`config.mk`:
```
export PLATFORM = sky130hd
export DESIGN_NAME = cdis_top
export DESIGN_NICKNAME = d
export VERILOG_FILES = /design/src/inc/cdis_pkg.sv /design/src/rtl/cdis_ram.sv /design/src/rtl/cdis_bus.sv /design/src/rtl/cdis_top.sv
export VERILOG_INCLUDE_DIRS = /design/src /design/src/inc
export SDC_FILE = /design/constraint.sdc
export NUM_CORES = 2
export LEC_CHECK = 0
export BUFFER_PORTS_ARGS = -buffer_cell sky130_fd_sc_hd__buf_4
export CORE_MARGIN = 2
export CORE_UTILIZATION = 35
export DETAILED_ROUTE_END_ITERATION = 8
export PLACE_DENSITY_LB_ADDON = 0.05
export SLEW_MARGIN = 20
export SYNTH_ARGS = -nofsm -noshare
export SYNTH_HDL_FRONTEND = slang
export SYNTH_SLANG_ARGS = --single-unit
export TNS_END_PERCENT = 5
```
`constraint.sdc`:
```
create_clock -name clk_sys -period 8.2 [get_ports clk_sys]
set_input_delay 1.23 -clock clk_sys [delete_from_list [all_inputs] [get_ports clk_sys]]
set_output_delay 1.23 -clock clk_sys [all_outputs]
set_load 0.1 [all_outputs]
```
`src/inc/cdis_consts.svh`:
```
// Constants of the character display instruction decoder.
// Assumes a 200 MHz system clock; included by bare name.
`ifndef CDIS_CONSTS_SVH
`define CDIS_CONSTS_SVH

`define CDIS_CLK_NS        5
`define CDIS_T_CLEAR_NS    1520000
`define CDIS_T_HOME_NS     1520000
`define CDIS_T_CMD_NS      37000
`define CDIS_T_DATA_NS     43000
`define CDIS_T_BLINK_NS    400000000

`define CDIS_SPACE         8'h20
`define CDIS_AC_ZERO       7'h00
`define CDIS_L1_END        7'h27
`define CDIS_L2_BASE       7'h40
`define CDIS_L2_END        7'h67
`define CDIS_ONE_END       7'h4F
`define CDIS_LEN_TWO       7'h28
`define CDIS_LEN_ONE       7'h50
`define CDIS_FILL_LAST     7'h7F

`define CDIS_BIT_DIR       1
`define CDIS_BIT_SHIFT     0
`define CDIS_BIT_DON       2
`define CDIS_BIT_CUR       1
`define CDIS_BIT_BLINK     0
`define CDIS_BIT_SC        3
`define CDIS_BIT_RL        2
`define CDIS_BIT_DL        4
`define CDIS_BIT_N         3
`define CDIS_BIT_F         2

`define CDIS_RST_WIDE      1'b1
`define CDIS_RST_DIR       1'b1

`endif

```
`src/inc/cdis_pkg.sv`:
```
// Types shared by the display instruction decoder and its bus front end.
// No assumptions beyond a SystemVerilog compiler.
package cdis_pkg;

  typedef struct packed {
    logic       rs;
    logic       rw;
    logic [7:0] data;
  } cdis_xfer_t;

  typedef enum logic [1:0] {
    CDIS_IDLE = 2'b00,
    CDIS_FILL = 2'b01,
    CDIS_WAIT = 2'b10
  } cdis_state_t;

endpackage

```
`src/rtl/cdis_ram.sv`:
```
// Simple dual-port RAM with registered read data.
// Assumes one clock; contents are undefined until written.
`timescale 1ns/100ps
`default_nettype none
module cdis_ram #(
  parameter int WIDTH  = 8,
  parameter int DEPTH  = 128,
  parameter int ADDR_W = 7
) (
  input  wire logic              clk_sys,
  input  wire logic              we,
  input  wire logic [ADDR_W-1:0] waddr,
  input  wire logic [WIDTH-1:0]  wdata,
  input  wire logic [ADDR_W-1:0] raddr,
  output logic      [WIDTH-1:0]  rdata
);

  logic [WIDTH-1:0] mem [DEPTH];

  always_ff @(posedge clk_sys)
  begin
    if (we)
    begin
      mem[waddr] <= wdata;
    end
    rdata <= mem[raddr];
  end

endmodule
`default_nettype wire

```
`src/rtl/cdis_bus.sv`:
```
// Parallel host bus front end: pin synchronisers, strobe edges, nibbles.
// Assumes the host keeps select and data steady around the enable edges.
`timescale 1ns/100ps
`default_nettype none
module cdis_bus (
  input  wire logic               clk_sys,
  input  wire logic               rst_b,
  input  wire logic               reg_select,
  input  wire logic               rw,
  input  wire logic               en,
  input  wire logic [7:0]         data_in,
  input  wire logic               bus_width,
  input  wire logic [7:0]         rd_byte,
  output cdis_pkg::cdis_xfer_t    xfer,
  output logic                    xfer_valid,
  output logic                    cur_rs,
  output logic [7:0]              data_out,
  output logic                    data_oe
);

  logic [10:0] s1_reg;
  logic [10:0] s2_reg;
  logic        en_d_reg;
  logic        low_reg;
  logic [3:0]  hi_reg;
  logic [7:0]  dout_reg;
  logic        valid_reg;
  cdis_pkg::cdis_xfer_t xfer_reg;

  wire       rs_s   = s2_reg[10];
  wire       rw_s   = s2_reg[9];
  wire       en_s   = s2_reg[8];
  wire [7:0] d_s    = s2_reg[7:0];
  wire       en_fall = en_d_reg & ~en_s;
  // In the narrow mode the byte is done only on its second half
  wire       done   = en_fall & (bus_width | low_reg);
  wire [7:0] wbyte  = bus_width ? d_s : {hi_reg, d_s[7:4]};
  // Upper half goes out first on the upper lines
  wire [7:0] rsel   = (bus_width | ~low_reg) ? rd_byte
                                             : {rd_byte[3:0], 4'h0};

  always_ff @(posedge clk_sys or negedge rst_b)
  begin
    if (!rst_b)
    begin
      s1_reg    <= 11'h000;
      s2_reg    <= 11'h000;
      en_d_reg  <= 1'b0;
      low_reg   <= 1'b0;
      hi_reg    <= 4'h0;
      dout_reg  <= 8'h00;
      valid_reg <= 1'b0;
      xfer_reg  <= '0;
    end
    else
    begin
      s1_reg    <= {reg_select, rw, en, data_in};
      s2_reg    <= s1_reg;
      en_d_reg  <= en_s;
      low_reg   <= bus_width ? 1'b0 : (en_fall ? ~low_reg : low_reg);
      hi_reg    <= (en_fall & ~low_reg) ? d_s[7:4] : hi_reg;
      dout_reg  <= rsel;
      valid_reg <= done;
      xfer_reg  <= done ? '{rs: rs_s, rw: rw_s, data: wbyte} : xfer_reg;
    end
  end

  assign xfer       = xfer_reg;
  assign xfer_valid = valid_reg;
  assign cur_rs     = rs_s;
  assign data_out   = dout_reg;
  assign data_oe    = en_s & rw_s;

endmodule
`default_nettype wire

```
`src/rtl/cdis_top.sv`:
```
// Instruction decoder and executor of a 40x2 character display controller.
// Assumes host pins asynchronous to clk_sys; one 200 MHz clock domain.
// Functional notes
// - Clear fills display RAM with space, AC zero
// - Clear homes cursor and forces increment
// - Home zeroes AC, undoes shift, keeps RAM
// - Entry mode stores direction and shift flags
// - RAM access steps AC by direction flag
// - Glyph RAM accesses step AC the same way
// - Shift flag: display write shifts whole display
// - No shift on reads, glyph access, flag low
// - Display control stores on, cursor, blink flags
// - Cursor flag low hides cursor, keeps direction
// - Blink alternates all dots with character
// - Cursor shift moves AC, RAM untouched
// - Display shift moves view, AC unchanged
// - Two-line: past line one end, line two
// - Display shift wraps each line together
// - Function set picks bus width
// - Narrow bus moves bytes as two halves
// - Function set picks line count and font
// - Glyph address loads 6 bits, selects glyph
// - Display address loads 7 bits, selects display
// - Status read returns busy and AC
// - Data write stores to selected RAM
// - Select low: write instruction, read status
// - Display address ranges by line mode
`timescale 1ns/100ps
`default_nettype none
`include "cdis_consts.svh"
module cdis_top #(
  parameter int CLEAR_CYC = (`CDIS_T_CLEAR_NS + `CDIS_CLK_NS - 1)
                            / `CDIS_CLK_NS,
  parameter int HOME_CYC  = (`CDIS_T_HOME_NS + `CDIS_CLK_NS - 1)
                            / `CDIS_CLK_NS,
  parameter int CMD_CYC   = (`CDIS_T_CMD_NS + `CDIS_CLK_NS - 1)
                            / `CDIS_CLK_NS,
  parameter int DATA_CYC  = (`CDIS_T_DATA_NS + `CDIS_CLK_NS - 1)
                            / `CDIS_CLK_NS,
  parameter int BLINK_CYC = `CDIS_T_BLINK_NS / `CDIS_CLK_NS
) (
  input  wire logic        clk_sys,
  input  wire logic        rst_b,
  input  wire logic        reg_select,
  input  wire logic        rw,
  input  wire logic        en,
  input  wire logic [7:0]  data_in,
  output logic      [7:0]  data_out,
  output logic             data_oe,
  output logic             busy_flag,
  output logic             display_on,
  output logic             cursor_show,
  output logic             blink_mark,
  output logic             two_line,
  output logic             font_tall,
  output logic             bus_width,
  output logic      [6:0]  display_shift,
  output logic      [6:0]  cursor_addr
);

  cdis_pkg::cdis_xfer_t  xfer;
  cdis_pkg::cdis_state_t state_reg;
  cdis_pkg::cdis_state_t state_next;
  logic        xfer_valid;
  logic        cur_rs;
  logic [7:0]  rd_byte;
  logic [6:0]  ac_reg;
  logic [6:0]  ac_next;
  logic [6:0]  off_reg;
  logic [6:0]  off_next;
  logic [6:0]  fill_reg;
  logic [19:0] cnt_reg;
  logic [19:0] cnt_next;
  logic [26:0] blink_cnt_reg;
  logic        blink_ph_reg;
  logic        glyph_reg;
  logic        dir_reg;
  logic        shen_reg;
  logic        don_reg;
  logic        cur_reg;
  logic        blink_reg;
  logic        wide_reg;
  logic        two_reg;
  logic        font_reg;
  logic [7:0]  ddr_rdata;
  logic [7:0]  cgr_rdata;

  // Next address after one step; lines wrap within the used range
  function automatic logic [6:0] ac_step(input logic [6:0] a,
                                         input logic       up,
                                         input logic       two,
                                         input logic       gly);
    logic [6:0] r;
    r = up ? 7'(a + 7'h01) : 7'(a - 7'h01);
    if (gly)
      r = {1'b0, r[5:0]};
    else if (two && up && a == `CDIS_L1_END)
      r = `CDIS_L2_BASE;
    else if (two && up && a == `CDIS_L2_END)
      r = `CDIS_AC_ZERO;
    else if (two && !up && a == `CDIS_L2_BASE)
      r = `CDIS_L1_END;
    else if (two && !up && a == `CDIS_AC_ZERO)
      r = `CDIS_L2_END;
    else if (!two && up && a == `CDIS_ONE_END)
      r = `CDIS_AC_ZERO;
    else if (!two && !up && a == `CDIS_AC_ZERO)
      r = `CDIS_ONE_END;
    return r;
  endfunction

  // Display offset steps modulo one line, so every line wraps alike
  function automatic logic [6:0] off_step(input logic [6:0] o,
                                          input logic       left,
                                          input logic       two);
    logic [6:0] len;
    logic [6:0] r;
    len = two ? `CDIS_LEN_TWO : `CDIS_LEN_ONE;
    if (left)
      r = (o == 7'(len - 7'h01)) ? 7'h00 : 7'(o + 7'h01);
    else
      r = (o == 7'h00) ? 7'(len - 7'h01) : 7'(o - 7'h01);
    return r;
  endfunction

  cdis_bus u_bus (
    .clk_sys    (clk_sys),
    .rst_b      (rst_b),
    .reg_select (reg_select),
    .rw         (rw),
    .en         (en),
    .data_in    (data_in),
    .bus_width  (wide_reg),
    .rd_byte    (rd_byte),
    .xfer       (xfer),
    .xfer_valid (xfer_valid),
    .cur_rs     (cur_rs),
    .data_out   (data_out),
    .data_oe    (data_oe)
  );

  // Decode; anything but a status read is dropped while busy
  wire       busy    = (state_reg != cdis_pkg::CDIS_IDLE);
  wire [7:0] d       = xfer.data;
  wire       take    = xfer_valid & ~busy;
  wire       ins     = take & ~xfer.rs & ~xfer.rw;
  wire       dat_wr  = take & xfer.rs & ~xfer.rw;
  wire       dat_rd  = take & xfer.rs & xfer.rw;
  wire       op_ddr  = ins & d[7];
  wire       op_cgr  = ins & (d[7:6] == 2'b01);
  wire       op_func = ins & (d[7:5] == 3'b001);
  wire       op_shft = ins & (d[7:4] == 4'b0001);
  wire       op_disp = ins & (d[7:3] == 5'b00001);
  wire       op_entr = ins & (d[7:2] == 6'b000001);
  wire       op_home = ins & (d[7:1] == 7'b0000001);
  wire       op_clr  = ins & (d == 8'h01);
  wire       op_cmd  = op_ddr | op_cgr | op_func | op_shft | op_disp
                       | op_entr;
  wire       ram_acc = dat_wr | dat_rd;
  wire       cur_mv  = op_shft & ~d[`CDIS_BIT_SC];
  wire       view_mv = op_shft & d[`CDIS_BIT_SC];
  // Whole-view shift on display writes only, flag set
  wire       wr_shft = dat_wr & shen_reg & ~glyph_reg;
  wire       filling = (state_reg == cdis_pkg::CDIS_FILL);
  wire       fill_end = filling & (fill_reg == `CDIS_FILL_LAST);
  wire       cnt_end = (cnt_reg == 20'h00000);
  wire       ddr_we  = filling | (dat_wr & ~glyph_reg);
  wire       cgr_we  = dat_wr & glyph_reg;
  wire [6:0] ddr_wa  = filling ? fill_reg : ac_reg;
  wire [7:0] ddr_wd  = filling ? `CDIS_SPACE : d;
  wire [7:0] ram_rd  = glyph_reg ? cgr_rdata : ddr_rdata;
  // Status costs no execution time and never sets busy
  assign rd_byte = cur_rs ? ram_rd : {busy, ac_reg};

  always_comb
  begin
    ac_next = ac_reg;
    if (op_clr | op_home)
      ac_next = `CDIS_AC_ZERO;
    else if (op_cgr)
      ac_next = {1'b0, d[5:0]};
    else if (op_ddr)
      ac_next = d[6:0];
    else if (cur_mv)
      ac_next = ac_step(ac_reg, d[`CDIS_BIT_RL], two_reg,
                        glyph_reg);
    else if (ram_acc)
      ac_next = ac_step(ac_reg, dir_reg, two_reg, glyph_reg);
  end

  always_comb
  begin
    off_next = off_reg;
    if (op_clr | op_home)
      off_next = 7'h00;
    else if (view_mv)
      off_next = off_step(off_reg, ~d[`CDIS_BIT_RL], two_reg);
    else if (wr_shft)
      off_next = off_step(off_reg, dir_reg, two_reg);
  end

  always_comb
  begin
    state_next = state_reg;
    cnt_next   = cnt_reg;
    unique case (state_reg)
      cdis_pkg::CDIS_IDLE:
      begin
        if (op_clr)
        begin
          state_next = cdis_pkg::CDIS_FILL;
          cnt_next   = 20'(CLEAR_CYC - 1);
        end
        else if (op_home | op_cmd | ram_acc)
        begin
          state_next = cdis_pkg::CDIS_WAIT;
          cnt_next   = op_home ? 20'(HOME_CYC - 1) :
                       ram_acc ? 20'(DATA_CYC - 1) : 20'(CMD_CYC - 1);
        end
      end
      cdis_pkg::CDIS_FILL:
      begin
        cnt_next = 20'(cnt_reg - 20'h00001);
        if (fill_end)
          state_next = cdis_pkg::CDIS_WAIT;
      end
      cdis_pkg::CDIS_WAIT:
      begin
        cnt_next = 20'(cnt_reg - 20'h00001);
        if (cnt_end)
          state_next = cdis_pkg::CDIS_IDLE;
      end
      default:
      begin
        state_next = cdis_pkg::CDIS_IDLE;
      end
    endcase
  end

  always_ff @(posedge clk_sys or negedge rst_b)
  begin
    if (!rst_b)
    begin
      state_reg <= cdis_pkg::CDIS_IDLE;
      cnt_reg   <= 20'h00000;
      ac_reg    <= `CDIS_AC_ZERO;
      off_reg   <= 7'h00;
      fill_reg  <= 7'h00;
    end
    else
    begin
      state_reg <= state_next;
      cnt_reg   <= cnt_next;
      ac_reg    <= ac_next;
      off_reg   <= off_next;
      fill_reg  <= filling ? 7'(fill_reg + 7'h01) : 7'h00;
    end
  end

  always_ff @(posedge clk_sys or negedge rst_b)
  begin
    if (!rst_b)
    begin
      glyph_reg <= 1'b0;
      dir_reg   <= `CDIS_RST_DIR;
      shen_reg  <= 1'b0;
      don_reg   <= 1'b0;
      cur_reg   <= 1'b0;
      blink_reg <= 1'b0;
      wide_reg  <= `CDIS_RST_WIDE;
      two_reg   <= 1'b0;
      font_reg  <= 1'b0;
    end
    else
    begin
      glyph_reg <= op_cgr ? 1'b1 : (op_ddr ? 1'b0 : glyph_reg);
      dir_reg   <= op_clr ? 1'b1 :
                   (op_entr ? d[`CDIS_BIT_DIR] : dir_reg);
      shen_reg  <= op_entr ? d[`CDIS_BIT_SHIFT] : shen_reg;
      don_reg   <= op_disp ? d[`CDIS_BIT_DON] : don_reg;
      cur_reg   <= op_disp ? d[`CDIS_BIT_CUR] : cur_reg;
      blink_reg <= op_disp ? d[`CDIS_BIT_BLINK] : blink_reg;
      wide_reg  <= op_func ? d[`CDIS_BIT_DL] : wide_reg;
      two_reg   <= op_func ? d[`CDIS_BIT_N] : two_reg;
      font_reg  <= op_func ? d[`CDIS_BIT_F] : font_reg;
    end
  end

  // Blink phase runs free so the cursor rate never depends on the host
  wire blink_wrap = (blink_cnt_reg == 27'(BLINK_CYC - 1));

  always_ff @(posedge clk_sys or negedge rst_b)
  begin
    if (!rst_b)
    begin
      blink_cnt_reg <= 27'h0000000;
      blink_ph_reg  <= 1'b0;
    end
    else
    begin
      blink_cnt_reg <= blink_wrap ? 27'h0000000
                                  : 27'(blink_cnt_reg + 27'h0000001);
      blink_ph_reg  <= blink_wrap ? ~blink_ph_reg : blink_ph_reg;
    end
  end

  cdis_ram #(
    .WIDTH  (8),
    .DEPTH  (128),
    .ADDR_W (7)
  ) u_ddr (
    .clk_sys (clk_sys),
    .we      (ddr_we),
    .waddr   (ddr_wa),
    .wdata   (ddr_wd),
    .raddr   (ac_reg),
    .rdata   (ddr_rdata)
  );

  cdis_ram #(
    .WIDTH  (8),
    .DEPTH  (64),
    .ADDR_W (6)
  ) u_cgr (
    .clk_sys (clk_sys),
    .we      (cgr_we),
    .waddr   (ac_reg[5:0]),
    .wdata   (d),
    .raddr   (ac_reg[5:0]),
    .rdata   (cgr_rdata)
  );

  // Display off keeps RAM intact; only the view outputs go dark
  assign busy_flag     = busy;
  assign display_on    = don_reg;
  assign cursor_show   = don_reg & cur_reg;
  assign blink_mark    = don_reg & blink_reg & blink_ph_reg;
  assign two_line      = two_reg;
  assign font_tall     = font_reg;
  assign bus_width     = wide_reg;
  assign display_shift = off_reg;
  assign cursor_addr   = ac_reg;
endmodule
`default_nettype wire

```
# --- Word-level counts from Yosys, hierarchy flattened ---
# Memory sizes are Yosys's and may differ from the RTL's. A register that Yosys moved wholly into a read port is not among the register bits.
# Cells that the tools add are included.
word_totals:
  word_cells: 197
  memories: 2
  ram_bits: 1536
  reg_bits: 127
  in_bits: 13
memory_table:
  columns: ["name", "depth", "width", "rd", "rd_ports_with_merged_regs", "write_ports", "line", "source"]
  rows:
  - ["u_ddr.mem", 128, 8, 1, 1, 1, "cdis_ram.sv:18", "logic [WIDTH-1:0] mem [DEPTH];"]
  - ["u_cgr.mem", 64, 8, 1, 1, 1, "cdis_ram.sv:18", null]
op_classes:
  bitwise_logic: 48
  n_eq_ne: 19
  mux: 57
  reduce_logical: 37
  addsub: 8
ops:
  columns: ["cell", "count"]
  rows:
  - ["$mux 7", 31]
  - ["$mux 20", 2]
  - ["$mux 8", 5]
  - ["$pmux 20 s2", 1]
  - ["$and 1x1->1", 28]
  - ["$eq 7x7->1 const B", 4]
  - ["$add 27x1->27 const B", 1]
  - ["$eq 27x27->1 const B", 1]
  - ["$mux 27", 1]
  - ["$add 7x1->7 const B", 3]
  - ["$sub 7x1->7 const B", 3]
  - ["$logic_and 1x1->1", 20]
  - ["$logic_not 20->1", 1]
  - ["$sub 20x1->20 const B", 1]
  - ["$mux 19", 1]
  - ["$logic_not 7->1", 2]
  - ["$mux 14", 1]
  - ["$or 1x1->1", 12]
  - ["$mux 1", 10]
  - ["$reduce_bool 2->1", 5]
  - ["$eq 8x1->1 const B", 1]
  - ["$mux 2", 4]
  - ["$not 1->1", 8]
  - ["$eq 7x1->1 const B", 1]
  - ["19 further kinds", 22]

# --- Logic depth before layout (Yosys ltp) ---
logic_depth:
  word_depth: 16
  mapped_depth: 14

# --- Hierarchy ---
# Synthesis repeated with hierarchy kept, for this count alone.
hier_totals:
  hier_cells: 3293
  hier_area_um2: 66867.9
by_module_without_submodules:
  columns: ["module", "instances", "area_each_um2", "cells_per_inst"]
  rows:
  - ["cdis_ram at u_ddr", 1, 39665.5, 1635]
  - ["cdis_ram at u_cgr", 1, 20166.8, 940]
  - ["cdis_top", 1, 5420.2, 630]
  - ["cdis_bus", 1, 1615.3, 88]

# --- Worst setup path before layout ---
# Ideal clock, no wire load.
synth_path:
  path_kind: "reg2reg"
  start: "reg u_bus.xfer_reg, in the netlist u_bus.xfer[4]"
  end: "mem u_ddr.mem[0][4] (data pin)"
  slack_ns: 2.744
  n_path_buf: 1
  t_required_ns: 7.372
  stages_incl_launch_ff: 3
  setup_time_ns: 0.828
  arrival_time_ns: 4.628
  synth_period_minus_slack_ns: 5.456
  cell_sequence: "dfrtp_1 > clkbuf_1 > nor2b_1"
synth_via:
  elab_chain_cells: 1
synth_rtl:
  columns: ["item", "line", "source"]
  rows:
  - ["start, declared", "cdis_bus.sv:28", "cdis_pkg::cdis_xfer_t xfer_reg;"]
  - ["start signal, assigned", "cdis_bus.sv:64", "xfer_reg <= done ? '{rs: rs_s, rw: rw_s, data: wbyte} : xfer_reg;"]
  - ["$mux 8", "cdis_top.sv:170", "wire [7:0] ddr_wd = filling ? `CDIS_SPACE : d;"]
  - ["named net ddr_wd[4]", "cdis_top.sv:170", null]
  - ["end, declared", "cdis_ram.sv:18", null]
# The timed path passes the listed nets, and every way through them passes these cells.

==> flow_summary.toml <==
[sta]
layout_setup_ws_ns = 3.664
finalHoldViolations = 0
finalCritPeriodShare = 0.5532
grt_setup_unrepaired = "false"
slew_headroom = 0.1612
finalMaxSlewViolations = 0
worst_clock_skew_on_the_final_layout_ns = 0.03086
setup_violations = 0
fin_crit_ns = 4.536
pin_slew_with_the_least_headroom_to_its_limit_ns = 1.250
max_freq_ghz = 0.2205
tns_ns = 0

[worst_setup_path]
critical_path.reg2reg.startpoint = "cursor_addr[0]"
timing.critical_path.required_ns = 8.85
worstPathArrival_ns = 5.18
timing.reg2reg.worst_path_depth = 7
worstSetupEndpointType = "flop"
crit_type = "flop to flop"
timing.reg2reg.setup_slack_ns = 3.66
worst-path-max-fanout = 36
critical_path.endpoint = "u_ddr.rdata[7]"
timing.critical_path.from = "cursor_addr[0]"
type_of_element_launching_the_critical_path = "flop"
crit-reg2reg-capture = "u_ddr.rdata[7]"

[route]
dr.first_iter.drc_count = 4097
detail_route.first_pass.iterations = 5
detail_route.wl_per_cell_um = 34.54
drt.antenna.violating_nets = 0
routed_wl_um = 235200
post_drt_via_cell_ratio = 5.733
drc_markers = 0
vias = 39040

[floorplanning]
num_io_pins = 43
start_util = 0.3512
die_h_um = 442.7
standard_cell_core_area_um2 = 191800
die_footprint_um2 = 195900
floorplan.rows = 161
die_width_um = 442.7

[logic_synthesis]
ys_types = 91
yosysSeqAreaShare = 0.7369
ys.flop_type = "sky130_fd_sc_hd__edfxtp_1"
synth_area_per_cell_um2 = 16.64
synth_enable_flop_cells = 1536
synthesis.nets = 4071
synthesis.instances = 4048
synth.ff_latch_count = 1679
yosys_warnings = 0
post_synth_instance_area_um2 = 67350
share_of_synthesized_registers_carrying_an_async_set_or_reset = 0.07564

[grt]
grt_busiest_layer = "met2"
via_count_of_the_first_global_routing_pass = 38580
wire_length_of_the_first_global_routing_pass_um = 325900
grt.met1_usage = 0.3321
grt-ovfl-total = 0
grt_antenna_before_repair = 11
gr-usage-all-layers = 0.2360
grt_max_degree = 90
groute.layer.met2.usage = 0.3868
met3_usage = 0.03182

[pwr]
leakage_uw = 0.02436
power_uw = 28790
vdd_drop_max_mv = 0.3347
power_density_nw_per_um2 = 375.4

[clocking]
clock_tree.root_cell = "sky130_fd_sc_hd__clkbuf_16"
ctsHoldBuffers = 0
cts.sink_count = 1679
worst_skew_pair.late_latency_ns = 0.83
clkSlewWorstSetupHoldPaths_ns = 0.06
postCtsResizedCells = 0
postCtsSetupRepairBufs = 0
numCtsBuffers = 184
cts_max_level = 4
tritoncts = "built"
clk_path_buf_depth = 3

[place]
place.detailed.hpwl_um = 142800
post-place-cells = 6461
place_worst_setup_slack_ns = 3.749
place_congestion = 0.8303
buffer_ports.inserted = 42

[min_path]
hp-class = "flop to flop"

[status]
status = "completed"

[cells_and_area]
largest_reg_flops = 1024
nNetsFinal = 4145
finish.cell_count_without_fillers = 6810
finish.utilization = 0.3999
layout-drive-gt1-share = 0.1824
fillerInstances = 17600
layout_common_cells = "sky130_fd_sc_hd__edfxtp_1, sky130_fd_sc_hd__nor2_1, sky130_fd_sc_hd__clkbuf_16, sky130_fd_sc_hd__a221oi_1, sky130_fd_sc_hd__mux2i_1"
mostFrequentLayoutCell = "sky130_fd_sc_hd__edfxtp_1"
flow.area_growth_from_synthesis_pct = 13.87

[flow_run]
maxCapViolations = 0
[power breakdown]
part | leakage, uW | switching (uW) | total (uW) | internal [uW]
sequential | 0.0154 | 420 | 11100 | 10700
clock | 0.00291 | 3500 | 8310 | 4810
combinational | 0.00602 | 6810 | 9370 | 2550
total | 0.0244 | 10700 | 28800 | 18100
[critical path, cell delays in order, from the launching register on]
cell and delay [ns]:
sky130_fd_sc_hd__dfrtp_4 0.71, sky130_fd_sc_hd__buf_4 0.64, sky130_fd_sc_hd__buf_4 0.66, sky130_fd_sc_hd__mux4_2 0.60, sky130_fd_sc_hd__mux2i_1 0.65, sky130_fd_sc_hd__o221ai_1 0.34, sky130_fd_sc_hd__nor4bb_1 0.59, sky130_fd_sc_hd__a41oi_1 0.09
[through the flow]
| stage | cell area (um^2) | hold WS [ns] |
|---|---|---|
| floorplan | 67350 | 0.3312 |
| global placement | 70670 | 0.3321 |
| detailed placement | 70690 | 0.3347 |
| CTS | 76670 | 0.3486 |
| global route | 76690 | 0.3522 |
| finish | 76690 | 0.3474 |
[metal layers]
layer	routed length [um]	vias up
met1	104600	20950
met3	11800	275
met5	0	-
met4	5541	0
li1	-	16510
met2	113200	1303
[area by class of cell]
cell class                 count  area, um^2  area share
tap                         2526        3161     0.04121
multi-input combinational   2071       16530      0.2155
timing repair buffer         159        1260     0.01643
clock inverter               102       940.9     0.01227
antenna                        3       7.507  0.00009789
clock buffer                 243        5032     0.06562
sequential                  1679       49650      0.6474
inverter                      27       112.6    0.001468
[how the worst min path moves through the flow]
stage	from	endpoint	slack [ns]	depth (start not counted)
6_report	u_bus.s1_reg[10]	u_bus.s2_reg[10]	0.35	0
5_1_grt	u_bus.s1_reg[10]	u_bus.s2_reg[10]	0.35	0
2_1_floorplan	u_bus.s1_reg[0]	u_bus.s2_reg[0]	0.33	0
3_3_place_gp	u_bus.s1_reg[10]	u_bus.s2_reg[10]	0.33	0
4_1_cts	u_bus.s1_reg[10]	u_bus.s2_reg[10]	0.35	0
3_5_place_dp	u_bus.s1_reg[10]	u_bus.s2_reg[10]	0.33	0
[cells in the mapped netlist, drive strengths merged (7+ instances only)]
cell     instances  area share
o22a            15      0.0020
or2             12      0.0011
inv             26      0.0014
o21ai           99      0.0074
o31ai            9      0.0010
and4             8      0.0010
o2bb2ai         17      0.0022
mux2i          164       0.024
and3            18      0.0017
dfxtp           16      0.0048
or3             14      0.0014
dfrtp          125       0.046
nor2           343       0.019
a221o           36      0.0054
xor2            19      0.0025
clkbuf         102      0.0057
o221ai          10      0.0013
mux2           154       0.026
nor2b           21      0.0020
nand2b          14      0.0013
nor3b            9      0.0012
a221oi         182       0.024
nand4           13      0.0012
a21o             8     0.00089
buf            169       0.014
edfxtp        1536        0.68
o21bai           7     0.00078
a31oi           20      0.0019
a21oi          117      0.0087
a2111oi          9      0.0012
nor3            34      0.0027
nand3           45      0.0033
ha              10      0.0019
o211ai          13      0.0014
xnor2           22      0.0029
nor4            12      0.0014
mux4           126       0.042
a22o            37      0.0048
nand2          152      0.0085
a22oi           97       0.011
o22ai           78      0.0072
a211oi          19      0.0021
and2            19      0.0018
a222oi           7      0.0010
or4             10      0.0012
[kinds of logic (layout without fill, tap and decap cells)]
| kind of cell | after synthesis | after routing | synth area share |
|---|---|---|---|
| flops | 1679 | 1679 | 0.7369 |
| compound gates | 828 | 828 | 0.09009 |
| simple gates | 748 | 748 | 0.05221 |
| mux | 444 | 444 | 0.09226 |
| buf+inv | 298 | 531 | 0.02138 |
| xor+xnor | 41 | 41 | 0.005332 |
| fa+ha+maj | 10 | 10 | 0.001858 |
| other cells | 0 | 3 | 0 |
Power figures use the tool's default switching activity.
